### src/pkg/fsl_params.svh
/*
 * constants of the fault status latch bank: register offsets, reset values, bit positions.
 * assumes it is included by bare name from the package and the design file.
 */
`ifndef FSL_PARAMS_SVH
`define FSL_PARAMS_SVH

// *****************************
// register map
// *****************************
`define FSL_OFS_PRIMARY     8'h41
`define FSL_OFS_SECONDARY   8'h42
`define FSL_RST_PRIMARY     8'h00
`define FSL_RST_SECONDARY   8'h00

// *****************************
// primary register fields
// *****************************
`define FSL_P_ZONE1_BIT     4
`define FSL_P_ZONE2_BIT     5
`define FSL_P_ZONE3_BIT     6
`define FSL_P_SUMMARY_BIT   7

// *****************************
// secondary register fields
// *****************************
`define FSL_S_V12_BIT       0
`define FSL_S_RSVD_BIT      1
`define FSL_S_FAN_LSB       2
`define FSL_S_DIODE1_BIT    6
`define FSL_S_DIODE2_BIT    7

// *****************************
// channel counts
// *****************************
`define FSL_NUM_VOLT        5
`define FSL_NUM_TEMP        3
`define FSL_NUM_FAN         4
`define FSL_V12_IDX         4

`endif

### src/pkg/fsl_pkg.sv
/*
 * types of the fault status latch bank.
 * assumes fsl_params.svh is on the include path.
 */
`include "fsl_params.svh"

package fsl_pkg;

  // one 8-bit reading with its limit window
  typedef struct packed {
    logic [7:0] value;
    logic [7:0] low;
    logic [7:0] high;
  } fsl_chan_t;

  // one tachometer count with its programmed minimum
  typedef struct packed {
    logic [15:0] count;
    logic [15:0] minimum;
  } fsl_tach_t;

endpackage

### src/verilog/fsl_fault_status_latch_bank.sv
/*
 * fault status latch bank: two clear-on-read fault status bytes of a hardware monitor.
 * assumes the serial engine presents register reads as a request pulse with an address
 * and later a done pulse once the data byte has gone out; all inputs are synchronous to
 * i_mclk. readings and limits come from the converter and limit registers elsewhere.
 */
`timescale 1ns/1ps
`include "fsl_params.svh"

module fsl_fault_status_latch_bank (
  input  wire logic                                    i_mclk,
  input  wire logic                                    i_reset_n,
  input  wire fsl_pkg::fsl_chan_t [`FSL_NUM_VOLT-1:0]  i_volt,
  input  wire fsl_pkg::fsl_chan_t [`FSL_NUM_TEMP-1:0]  i_temp,
  input  wire fsl_pkg::fsl_tach_t [`FSL_NUM_FAN-1:0]   i_tach,
  input  wire logic                                    i_remote_diode_1_fault,
  input  wire logic                                    i_remote_diode_2_fault,
  input  wire logic                                    i_rd_req,
  input  wire logic [7:0]                              i_rd_addr,
  input  wire logic                                    i_rd_done,
  output logic                                         o_rd_valid,
  output logic [7:0]                                   o_rd_data
);

  // *****************************
  // fault conditions
  // *****************************
  logic [`FSL_NUM_VOLT-1:0] volt_out;
  logic [`FSL_NUM_TEMP-1:0] temp_out;
  logic [`FSL_NUM_FAN-1:0]  fan_stall;
  logic [6:0]               cond_pri;
  logic [7:0]               cond_sec;

  // window compares per supply and zone channel, a single limit compare per fan
  genvar gi;
  generate
    for (gi = 0; gi < `FSL_NUM_VOLT; gi++) begin : g_volt
      if (gi == `FSL_V12_IDX) begin : g_strict
        assign volt_out[gi] = (i_volt[gi].value < i_volt[gi].low) ||
                              (i_volt[gi].value > i_volt[gi].high);
      end else begin : g_incl
        assign volt_out[gi] = (i_volt[gi].value <= i_volt[gi].low) ||
                              (i_volt[gi].value > i_volt[gi].high);
      end
    end
    for (gi = 0; gi < `FSL_NUM_TEMP; gi++) begin : g_temp
      assign temp_out[gi] = ($signed(i_temp[gi].value) <= $signed(i_temp[gi].low)) ||
                            ($signed(i_temp[gi].value) > $signed(i_temp[gi].high));
    end
    for (gi = 0; gi < `FSL_NUM_FAN; gi++) begin : g_fan
      // count above minimum means slow fan
      assign fan_stall[gi] = i_tach[gi].count > i_tach[gi].minimum;
    end
  endgenerate

  // zone flags, diode faults fold in
  assign cond_pri = {temp_out[2] | i_remote_diode_2_fault,
                     temp_out[1],
                     temp_out[0] | i_remote_diode_1_fault,
                     volt_out[3:0]};

  // secondary layout, reserved bit tied low
  assign cond_sec = {i_remote_diode_2_fault, i_remote_diode_1_fault, fan_stall,
                     1'b0, volt_out[`FSL_V12_IDX]};

  // *****************************
  // read tracking
  // *****************************
  logic [6:0] stat_pri_q;
  logic [7:0] stat_sec_q;
  logic [7:0] snap_pri_q;
  logic [7:0] snap_sec_q;
  logic       pend_pri_q;
  logic       pend_sec_q;
  logic       hit_pri;
  logic       hit_sec;
  logic [7:0] view_pri;
  logic       clr_pri;
  logic       clr_sec;

  assign hit_pri  = i_rd_req && (i_rd_addr == `FSL_OFS_PRIMARY);
  assign hit_sec  = i_rd_req && (i_rd_addr == `FSL_OFS_SECONDARY);
  // summary follows the secondary byte live
  assign view_pri = {|stat_sec_q, stat_pri_q};
  assign clr_pri  = i_rd_done && pend_pri_q;
  assign clr_sec  = i_rd_done && pend_sec_q;

  // remember what was handed out; a new request replaces an unfinished one
  always_ff @(posedge i_mclk or negedge i_reset_n) begin
    if (!i_reset_n) begin
      pend_pri_q <= 1'b0;
      pend_sec_q <= 1'b0;
      snap_pri_q <= `FSL_RST_PRIMARY;
      snap_sec_q <= `FSL_RST_SECONDARY;
    end else begin
      if (i_rd_req) begin
        pend_pri_q <= hit_pri;
        pend_sec_q <= hit_sec;
        snap_pri_q <= view_pri;
        snap_sec_q <= stat_sec_q;
      end else if (i_rd_done) begin
        pend_pri_q <= 1'b0;
        pend_sec_q <= 1'b0;
      end
    end
  end

  // read data; no write path exists, so writes cannot disturb the flags
  // read only
  always_ff @(posedge i_mclk or negedge i_reset_n) begin
    if (!i_reset_n) begin
      o_rd_valid <= 1'b0;
      o_rd_data  <= 8'h00;
    end else begin
      o_rd_valid <= hit_pri || hit_sec;
      o_rd_data  <= hit_pri ? view_pri : (hit_sec ? stat_sec_q : 8'h00);
    end
  end

  // *****************************
  // flag latches
  // *****************************
  // only bits shown in the snapshot may clear, so a fault that arrived after the byte
  // was captured survives the clear; a live condition always wins over the clear
  // sticky set, clear after done
  always_ff @(posedge i_mclk or negedge i_reset_n) begin
    if (!i_reset_n) begin
      stat_pri_q <= 7'(`FSL_RST_PRIMARY);
    end else begin
      stat_pri_q <= (stat_pri_q & ~(clr_pri ? snap_pri_q[6:0] : 7'h00)) | cond_pri;
    end
  end

  always_ff @(posedge i_mclk or negedge i_reset_n) begin
    if (!i_reset_n) begin
      stat_sec_q <= `FSL_RST_SECONDARY;
    end else begin
      stat_sec_q <= ((stat_sec_q & ~(clr_sec ? snap_sec_q : 8'h00)) | cond_sec) & 8'hfd;
    end
  end
endmodule
### config.mk
export PLATFORM = sky130hd
export DESIGN_NAME = fsl_fault_status_latch_bank
export DESIGN_NICKNAME = d
export VERILOG_FILES = /design/src/pkg/fsl_pkg.sv /design/src/verilog/fsl_fault_status_latch_bank.sv
export VERILOG_INCLUDE_DIRS = /design/src /design/src/pkg
export SDC_FILE = /design/constraint.sdc
export NUM_CORES = 1
export LEC_CHECK = 0
export BUFFER_PORTS_ARGS = -buffer_cell sky130_fd_sc_hd__buf_2
export CORE_MARGIN = 2
export CORE_UTILIZATION = 30
export DETAILED_ROUTE_END_ITERATION = 6
export PLACE_DENSITY = 0.57
export SYNTH_ARGS = -nofsm -noshare
export SYNTH_HDL_FRONTEND = slang
export SYNTH_SLANG_ARGS = --single-unit
export TNS_END_PERCENT = 50
### constraint.sdc
create_clock -name i_mclk -period 1.35 [get_ports i_mclk]
set_input_delay 0.135 -clock i_mclk [delete_from_list [all_inputs] [get_ports i_mclk]]
set_output_delay 0.135 -clock i_mclk [all_outputs]
set_load 0.005 [all_outputs]
=== Word level (Yosys, flattened, before mapping) ===
Cells that the tools add are included.

* Bitwise operators: 8
* Reduce and logical (&&, ||, !) cells: 15
* Muxes and demuxes: 7
* Eq/ne operators: 2
* $lt $le $gt $ge: 20

{| class="wikitable"
|+ Operator list
! operator !! count
|-
| 16-bit greater-than comparator || 4
|-
| 8-bit greater-than comparator || 8
|-
| 8-bit less-or-equal comparator || 7
|-
| 8-bit 2-to-1 mux || 3
|-
| 8-bit by 7-bit equality test with 1-bit output, second input constant || 2
|-
| 1-bit logical OR || 9
|-
| 8-bit bitwise AND || 1
|-
| 8-bit less-than comparator || 1
|-
| 8-bit NOT || 1
|-
| 8-bit OR || 1
|-
| 7-bit bitwise AND || 1
|-
| 7-bit 2-to-1 mux || 1
|-
| 7-bit NOT || 1
|-
| 7-bit OR || 1
|-
| 7-bit OR reduction || 1
|-
| 1-bit logical AND || 4
|-
| 1-bit 2-to-1 mux || 3
|-
| 1-bit OR || 2
|-
| 2-bit nonzero test || 1
|}

* Logic and storage cells: 60
* Register bits: 39
* Output and inout bits: 9

=== Logic depth before layout (Yosys ltp) ===
Gate-level depths: netlist of run 1.

* Depth after elaboration: 5
* Depth in mapped cells: 7

=== Worst setup path before layout of run 1 ===
No wires, ideal clock.

* Kind: input -> register
* Start point: input i_temp[29] (netlist bit)
* End point: register stat_pri_q[5]
* Setup slack: -168 ps
* Setup time: 148 ps
* Path buffers: 0
* Arrival: 1,370 ps
* Cell stages on the path: 7
* Cells stage by stage: inv_1 -> ha_1 -> a21o_1 -> a211oi_1 -> nor2_1 -> a2111oi_0 -> o211ai_1

* Cells in the longest elaborated chain, start to end: 3

{| class="wikitable"
|+ Ends and longest elaborated chain
! item !! line !! text
|-
| from (decl) || fsl_fault_status_latch_bank.sv:14 || <nowiki>input wire fsl_pkg::fsl_chan_t [`FSL_NUM_TEMP-1:0] i_temp,</nowiki>
|-
| 8-bit greater-than comparator || fsl_fault_status_latch_bank.sv:48 || <nowiki>($signed(i_temp[gi].value) > $signed(i_temp[gi].high));</nowiki>
|-
| 1-bit logical OR || fsl_fault_status_latch_bank.sv:47 || <nowiki>assign temp_out[gi] = ($signed(i_temp[gi].value) <= $signed(i_temp[gi].low)) ||</nowiki>
|-
| 7-bit OR || fsl_fault_status_latch_bank.sv:130 || <nowiki>stat_pri_q <= (stat_pri_q & ~(clr_pri ? snap_pri_q[6:0] : 7'h00)) | cond_pri;</nowiki>
|-
| to (signal assigned) || fsl_fault_status_latch_bank.sv:128 || <nowiki>stat_pri_q <= 7'(`FSL_RST_PRIMARY);</nowiki>
|-
| to (signal assigned) || fsl_fault_status_latch_bank.sv:130 ||
|-
| to (decl) || fsl_fault_status_latch_bank.sv:69 || <nowiki>logic [6:0] stat_pri_q;</nowiki>
|}

No other way between the ends.
A chain may end at the register's enable or synchronous reset.

=== Worst setup path in the final report of run 1 ===
* Start point: register stat_sec_q[6]
* End point: register o_rd_data[7]

* Cells in the longest elaborated chain, start to end: 2

{| class="wikitable"
|+ Ends and longest elaborated chain
! item !! line !! text
|-
| from (decl) || fsl_fault_status_latch_bank.sv:70 || <nowiki>logic [7:0] stat_sec_q;</nowiki>
|-
| from (signal assigned) || fsl_fault_status_latch_bank.sv:136 || <nowiki>stat_sec_q <= `FSL_RST_SECONDARY;</nowiki>
|-
| from (signal assigned) || fsl_fault_status_latch_bank.sv:138 || <nowiki>stat_sec_q <= ((stat_sec_q & ~(clr_sec ? snap_sec_q : 8'h00)) | cond_sec) & 8'hfd;</nowiki>
|-
| 7-bit OR reduction || fsl_fault_status_latch_bank.sv:84 || <nowiki>assign view_pri = {|stat_sec_q, stat_pri_q};</nowiki>
|-
| 8-bit 2-to-1 mux || fsl_fault_status_latch_bank.sv:116 || <nowiki>o_rd_data <= hit_pri ? view_pri : (hit_sec ? stat_sec_q : 8'h00);</nowiki>
|-
| to (signal assigned) || fsl_fault_status_latch_bank.sv:116 ||
|-
| to (decl) || fsl_fault_status_latch_bank.sv:22 || <nowiki>output logic [7:0] o_rd_data</nowiki>
|}

No other way between the ends.

==> results.json, run 1 <==
{
  "max_freq_mhz": 709.2,
  "avgSynthCellArea_um2": 8.035,
  "fin_crit_ps": 1410,
  "cts_sinks": 39,
  "cpPeakStageDelay_ps": 520,
  "slew_headroom_pct": 72.21,
  "path_class": "flop to flop",
  "r2r_start": "stat_sec_q[6]",
  "place_inst": 1432,
  "ys_ff_latch": 39,
  "finalPower_mw": 4.474,
  "antenna_left": 0,
  "slew_viol_final": 0,
  "routed_wl_um": 19400,
  "clockBufferDepth": 2,
  "final_area_mm2": 0.008924,
  "utilization_pct": 43.82,
  "finalHoldViolCount": 0,
  "clk_pin_slew_ps": 60,
  "min_path_type": "primary input to flop",
  "hold_end": "stat_sec_q[7]",
  "dr.pass1.iters": 4,
  "yosysUniqueCellTypes": 46,
  "synth_top_area_share_pct": 38.13,
  "synth_edf_count": 0,
  "peakVddDrop_mv": 0.7411,
  "ys_warn_count": 0,
  "fin_ws_ps": -60.14,
  "yosys_most_used_dff": "dfrtp_1",
  "netlist_instances": 780,
  "instances_no_fill": 1442,
  "grt_start_max_net_pins": 40,
  "synth_area_leaders": "ha_1, dfrtp_1, inv_1",
  "vias": 6674,
  "grt_pass1_wl_um": 30520,
  "cp-end-kind": "flop",
  "diodes": 0,
  "syn2layout_area_growth_pct": 42.38,
  "num_io_pins": 343,
  "netlist_area_mm2": 0.006267,
  "hold_ws_ps": 70.05,
  "drt-initial-drc-count": 130,
  "min_path_cells": 2,
  "start_util_pct": 30.78,
  "grt_overflow": 0,
  "wl_per_cell_um": 13.46,
  "cts_tree": "done",
  "placed_area_mm2": 0.008681,
  "grt_pass1_vias": 6802,
  "antenna_found_initial": 0,
  "skew_ps": 2.814,
  "htree_num_levels": 2,
  "finalSetupTns_ps": -60.14,
  "reg2regPathDepth": 3,
  "gp_congestion": 0.8398,
  "fp-row-count": 52,
  "path_cells": "or4_1 > o31a_1 > o21a_1",
  "p_leak_nw": 5.179,
  "rr_endpoint": "o_rd_data[7]",
  "via_per_inst": 4.628,
  "rsz0062_at_grt": "yes",
  "start_kind": "flop",
  "grt_use_total_pct": 16.92,
  "die_y_um": 148.5,
  "drc": 0,
  "layout-drive-gt1-share_pct": 36.86,
  "numCtsBuffers": 5,
  "critPathLaunch": "stat_sec_q[6]",
  "cp.required_ps": 1520,
  "cp.arrival_ps": 1580,
  "status": "finished, violations left",
  "power.density_mw_per_mm2": 501.3,
  "yosysTopAreaCell": "ha_1",
  "place_ws_ps": -209.7,
  "port_buffers": 342,
  "max_cap_violations": 0,
  "core_area_mm2": 0.02036,
  "insertion_delay_ps": 280,
  "clockRootBuffer": "clkbuf_16",
  "setup_viol_count_final": 1,
  "regToRegSetupSlack_ps": -60,
  "die_w_um": 148.5,
  "timing.final.crit_share_pct": 104.5,
  "syn_nets": 1305,
  "synthArstFlopShare_pct": 100.0,
  "yosysSeqAreaShare_pct": 15.57,
  "post-dp-hpwl_um": 17510,
  "violations": "negative setup slack",
  "hp-start": "i_remote_diode_2_fault",
  "fin_nets": 1696,
  "die_area_mm2": 0.02206,
  "path_max_fanout": 2,
  "critPathSlowestCell": "or4_1",
  "tightest_slew_ps": 412.5
}
==> kinds of logic (layout without fill, tap and decap cells) <==
family	Yosys count	after routing	synth area share [%]
buf+inv	201	593	12.20
fa+ha+maj	191	191	38.13
compound gates	179	179	17.71
simple gates	155	155	13.72
flops	39	39	15.57
mux	15	15	2.675
==> synth_stat cells (4+ instances only) <==
cell type,n
a21o_1,8
inv_1,196
a21oi_1,76
nor2_1,16
nor2b_1,10
a2111oi_0,6
dfrtp_1,39
nand4b_1,5
nand4_1,41
o211ai_1,11
a211o_1,6
mux2_2,14
nand2_1,41
o21a_1,9
o22ai_1,4
nand3_1,17
a31oi_1,5
nor3_1,8
a22oi_1,8
ha_1,191
o21ai_0,29
a22o_2,5
nor4_1,4
==> layout by cell type, fill, tap and decap left out, types with 2 or more instances in the layout <==
| cell type | netlist | routed |
|---|---|---|
| ha_1 | 191 | 190 |
| o21a_1 | 9 | 9 |
| a31oi_1 | 5 | 5 |
| dfrtp_1 | 39 | 39 |
| inv_1 | 196 | 196 |
| a22o_2 | 5 | 5 |
| o2111ai_1 | 2 | 2 |
| nand2_1 | 41 | 39 |
| a211o_1 | 6 | 6 |
| nor3_1 | 8 | 8 |
| and3_1 | 2 | 2 |
| nor4_1 | 4 | 3 |
| nand4_1 | 41 | 41 |
| buf_4 | 2 | 42 |
| nand4b_1 | 5 | 5 |
| nor3b_4 | 2 | 2 |
| nand2b_1 | 2 | 2 |
| a21oi_1 | 76 | 76 |
| o21ai_0 | 29 | 29 |
| clkbuf_16 | 0 | 5 |
| buf_2 | 2 | 342 |
| nand2_2 | 0 | 2 |
| mux2_2 | 14 | 14 |
| a21o_1 | 8 | 8 |
| buf_12 | 0 | 3 |
| a22oi_1 | 8 | 8 |
| nor2_1 | 16 | 16 |
| o22ai_1 | 4 | 4 |
| a2111oi_2 | 0 | 3 |
| o211ai_1 | 11 | 11 |
| nand3_1 | 17 | 17 |
| nor2b_1 | 10 | 10 |
==> what timing repair did <==
item	in CTS	in global routing
resized for setup	9	6
pin swaps	1	3
hold endpoints to repair	39	0
cloned	0	0
setup buffers	0	1
setup endpoints to repair	5	6
hold buffers	1	0
==> critical path, delay by kind of cell (launching register included) <==
kind	cells	cell delay, ps
DFF	1	390
AOI/OAI and AO/OA	2	400
and+or+nand+nor	1	520
==> layer usage <==
layer,vias up,global-route usage (%),wire (um)
met5,-,0,0
met4,0,2.810,170
met3,12,2.393,1151
met2,206,32.34,9800
met1,2931,20.27,8281
li1,3525,-,-
==> final cells by class <==
type,count,area [um^2]
clock inverters,3,43.79
repair buffers,389,2108
well taps,270,337.8
fillers,2079,11440
multi-input cells,540,4597
clock buffers,5,125.1
inverters,196,735.7
flip-flops and latches,39,975.9
==> worst max-delay path by stage <==
| stage | to | cells past startpoint |
|---|---|---|
| finish | o_rd_data[7] | 3 |
| global route | o_rd_data[7] | 3 |
| CTS | o_rd_data[7] | 3 |
| detailed placement | stat_sec_q[2] | 7 |
| global placement | stat_pri_q[4] | 7 |
| floorplan | o_rd_data[7] | 3 |
==> sequential cells by signal, summed over array words and instances (netlist names) <==
signal / count
pend_pri_q: 1
snap_pri_q: 7
snap_sec_q: 7
pend_sec_q: 1
stat_pri_q: 7
o_rd_data: 8
o_rd_valid: 1
stat_sec_q: 7
==> power by group <==
| part | internal [mW] | total, mW | switching [mW] |
|---|---|---|---|
| clock network | 0.872 | 1.36 | 0.488 |
| registers | 1.17 | 1.17 | 0.00147 |
| logic | 1.00 | 1.94 | 0.939 |
Power figures use the tool's default switching activity.
==> run 2, diff against run 1 <==
--- a/config.mk
+++ b/config.mk
@@ -11,6 +11,7 @@
 export CORE_UTILIZATION = 30
 export DETAILED_ROUTE_END_ITERATION = 6
 export PLACE_DENSITY = 0.57
+export SETUP_SLACK_MARGIN = 0.5
 export SYNTH_ARGS = -nofsm -noshare
 export SYNTH_HDL_FRONTEND = slang
 export SYNTH_SLANG_ARGS = --single-unit
==> results.json, run 2 (synthesis results as in run 1) <==
{
  "status": "finished, violations left",
  "violations": "negative setup slack",
  "num_io_pins": 343,
  "place_ws_ps": -177.7,
  "setup_viol_count_final": 1,
  "cp-end-kind": "flop",
  "cts_tree": "done",
  "max_freq_mhz": 705.5,
  "timing.final.crit_share_pct": 105.0,
  "rsz0062_at_grt": "yes",
  "grt_pass1_wl_um": 31220,
  "top_register": "o_rd_data",
  "grt_start_max_net_pins": 40,
  "start_util_pct": 30.78,
  "numCtsBuffers": 5,
  "slew_viol_final": 0,
  "fill_cells": 1989,
  "layout-drive-gt1-share_pct": 49.14,
  "antenna_found_initial": 1,
  "p_leak_nw": 5.227,
  "slew_headroom_pct": 77.38,
  "power.density_mw_per_mm2": 452.9,
  "dr.pass1.iters": 4,
  "max_cap_violations": 0,
  "die_w_um": 148.5,
  "fin_crit_ps": 1417,
  "routed_wl_um": 19560,
  "peakVddDrop_mv": 0.4047,
  "layout_common_cells": "buf_2, inv_1, ha_1, a21oi_1, ha_4",
  "clockBufferDepth": 2,
  "start_kind": "flop",
  "mostFrequentLayoutCell": "buf_2",
  "grt_use_total_pct": 17.36,
  "gp_congestion": 0.8341,
  "path_max_fanout": 2,
  "path_class": "flop to flop",
  "fin_ws_ps": -67.35,
  "insertion_delay_ps": 280,
  "p_sw_share_pct": 34.03,
  "core_area_mm2": 0.02036,
  "drc": 0,
  "die_area_mm2": 0.02206,
  "min_path_type": "primary input to flop",
  "vias": 6655,
  "diodes": 0,
  "tightest_slew_ps": 336.7,
  "finalHoldViolCount": 0,
  "cp.required_ps": 1520,
  "place_inst": 1415,
  "clockRootBuffer": "clkbuf_16",
  "grt_pass1_vias": 6861,
  "grt_overflow": 0,
  "largest_reg_flops": 8,
  "combPwrFrac_pct": 49.2,
  "instances_no_fill": 1436,
  "port_buffers": 342,
  "clk_pin_slew_ps": 60,
  "cell_internal_pwr_mw": 3.012,
  "p_switching_mw": 1.554,
  "wl_per_cell_um": 13.62,
  "fin_nets": 1690,
  "syn2layout_area_growth_pct": 60.83,
  "drt-initial-drc-count": 155,
  "antenna_left": 0,
  "post-dp-hpwl_um": 17630,
  "fp-row-count": 52,
  "p_seq_share_pct": 25.7,
  "via_per_inst": 4.634,
  "die_y_um": 148.5,
  "skew_ps": 4.034,
  "cp.arrival_ps": 1590,
  "clkPwrFrac_pct": 25.1,
  "cts_sinks": 39,
  "htree_num_levels": 2
}
run 2: changes by cell type in the layout (fill, tap and decap cells not counted), sizes merged:
cell,delta
clkbuf,+1
clkinv,-1
clkinvlp,+1
buf,-6
bufinv,-1
run 2: area by class of cell:
cell class,instances,area [um^2],area share (%)
timing repair buffer,383,2201,21.83
clock buffer,6,128.9,1.279
inverter,196,765.7,7.597
multi-input combinational,540,5653,56.08
clock inverter,2,12.51,0.1241
tap,270,337.8,3.352
sequential,39,980.9,9.732
run 2: path summary, 6_finish.rpt:
| check | from | to | slack (ps) | depth (start not counted) |
|---|---|---|---|---|
| min in group asynchronous | i_reset_n | stat_sec_q[2] | 360 | 3 |
| worst max register to register | stat_sec_q[6] | o_rd_data[7] | -70 | 3 |
| worst min register to register | pend_sec_q | pend_sec_q | 480 | 1 |
| worst min-delay path | i_remote_diode_1_fault | stat_sec_q[6] | 90 | 2 |
| max in group asynchronous | i_reset_n | stat_pri_q[5] | 770 | 3 |
| worst max-delay path | stat_sec_q[6] | o_rd_data[7] | -70 | 3 |
run 2: power groups by stage:
| stage | Clock (mW) | Sequential [mW] | Combinational (mW) |
|---|---|---|---|
| after detailed placement | 0 | 1.19 | 2.19 |
| after floorplan | 0 | 1.19 | 1.22 |
| after CTS | 1.19 | 1.17 | 2.25 |
| final | 1.15 | 1.17 | 2.24 |
| after global placement | 0 | 1.19 | 2.17 |
| after global routing | 1.24 | 1.17 | 2.59 |
run 2: critical path: stages, from the launching register on:
cell and delay (ps):
dfrtp_1 380, or4_1 510, o31a_1 250, o21a_1 170
run 2: layer usage:
layer | track usage [%] | vias to the layer above | routed length (um)
li1 | - | 3511 | -
met1 | 20.17 | 2913 | 8320
met2 | 32.73 | 210 | 9671
met3 | 3.589 | 19 | 1271
met4 | 3.619 | 2 | 276
met5 | 0 | - | 18
run 2: repair_timing:
| item | in CTS | in global routing |
|---|---|---|
| endpoints found under the setup margin | 40 | 41 |
| endpoints found under the hold margin | 39 | 0 |
| pin swaps | 47 | 27 |
| hold buffers | 1 | 0 |
| setup buffers | 5 | 7 |
| gates resized for setup | 66 | 31 |
run 2: stage by stage:
step | cell area [um^2] | power [mW] | hold slack [ps] | TNS (ps) | util (%)
3_3_place_gp | 9388 | 3.364 | 124.3 | -613.3 | 46.10
5_1_grt | 10080 | 5.002 | 111.6 | -108.5 | 49.50
2_1_floorplan | 7139 | 2.411 | -160.6 | -33.24 | -
3_5_place_dp | 9388 | 3.389 | 130.6 | -718.4 | 46.10
6_report | 10080 | 4.566 | 89.80 | -67.35 | 49.50
4_1_cts | 9873 | 4.611 | 96.45 | -68.73 | 48.48
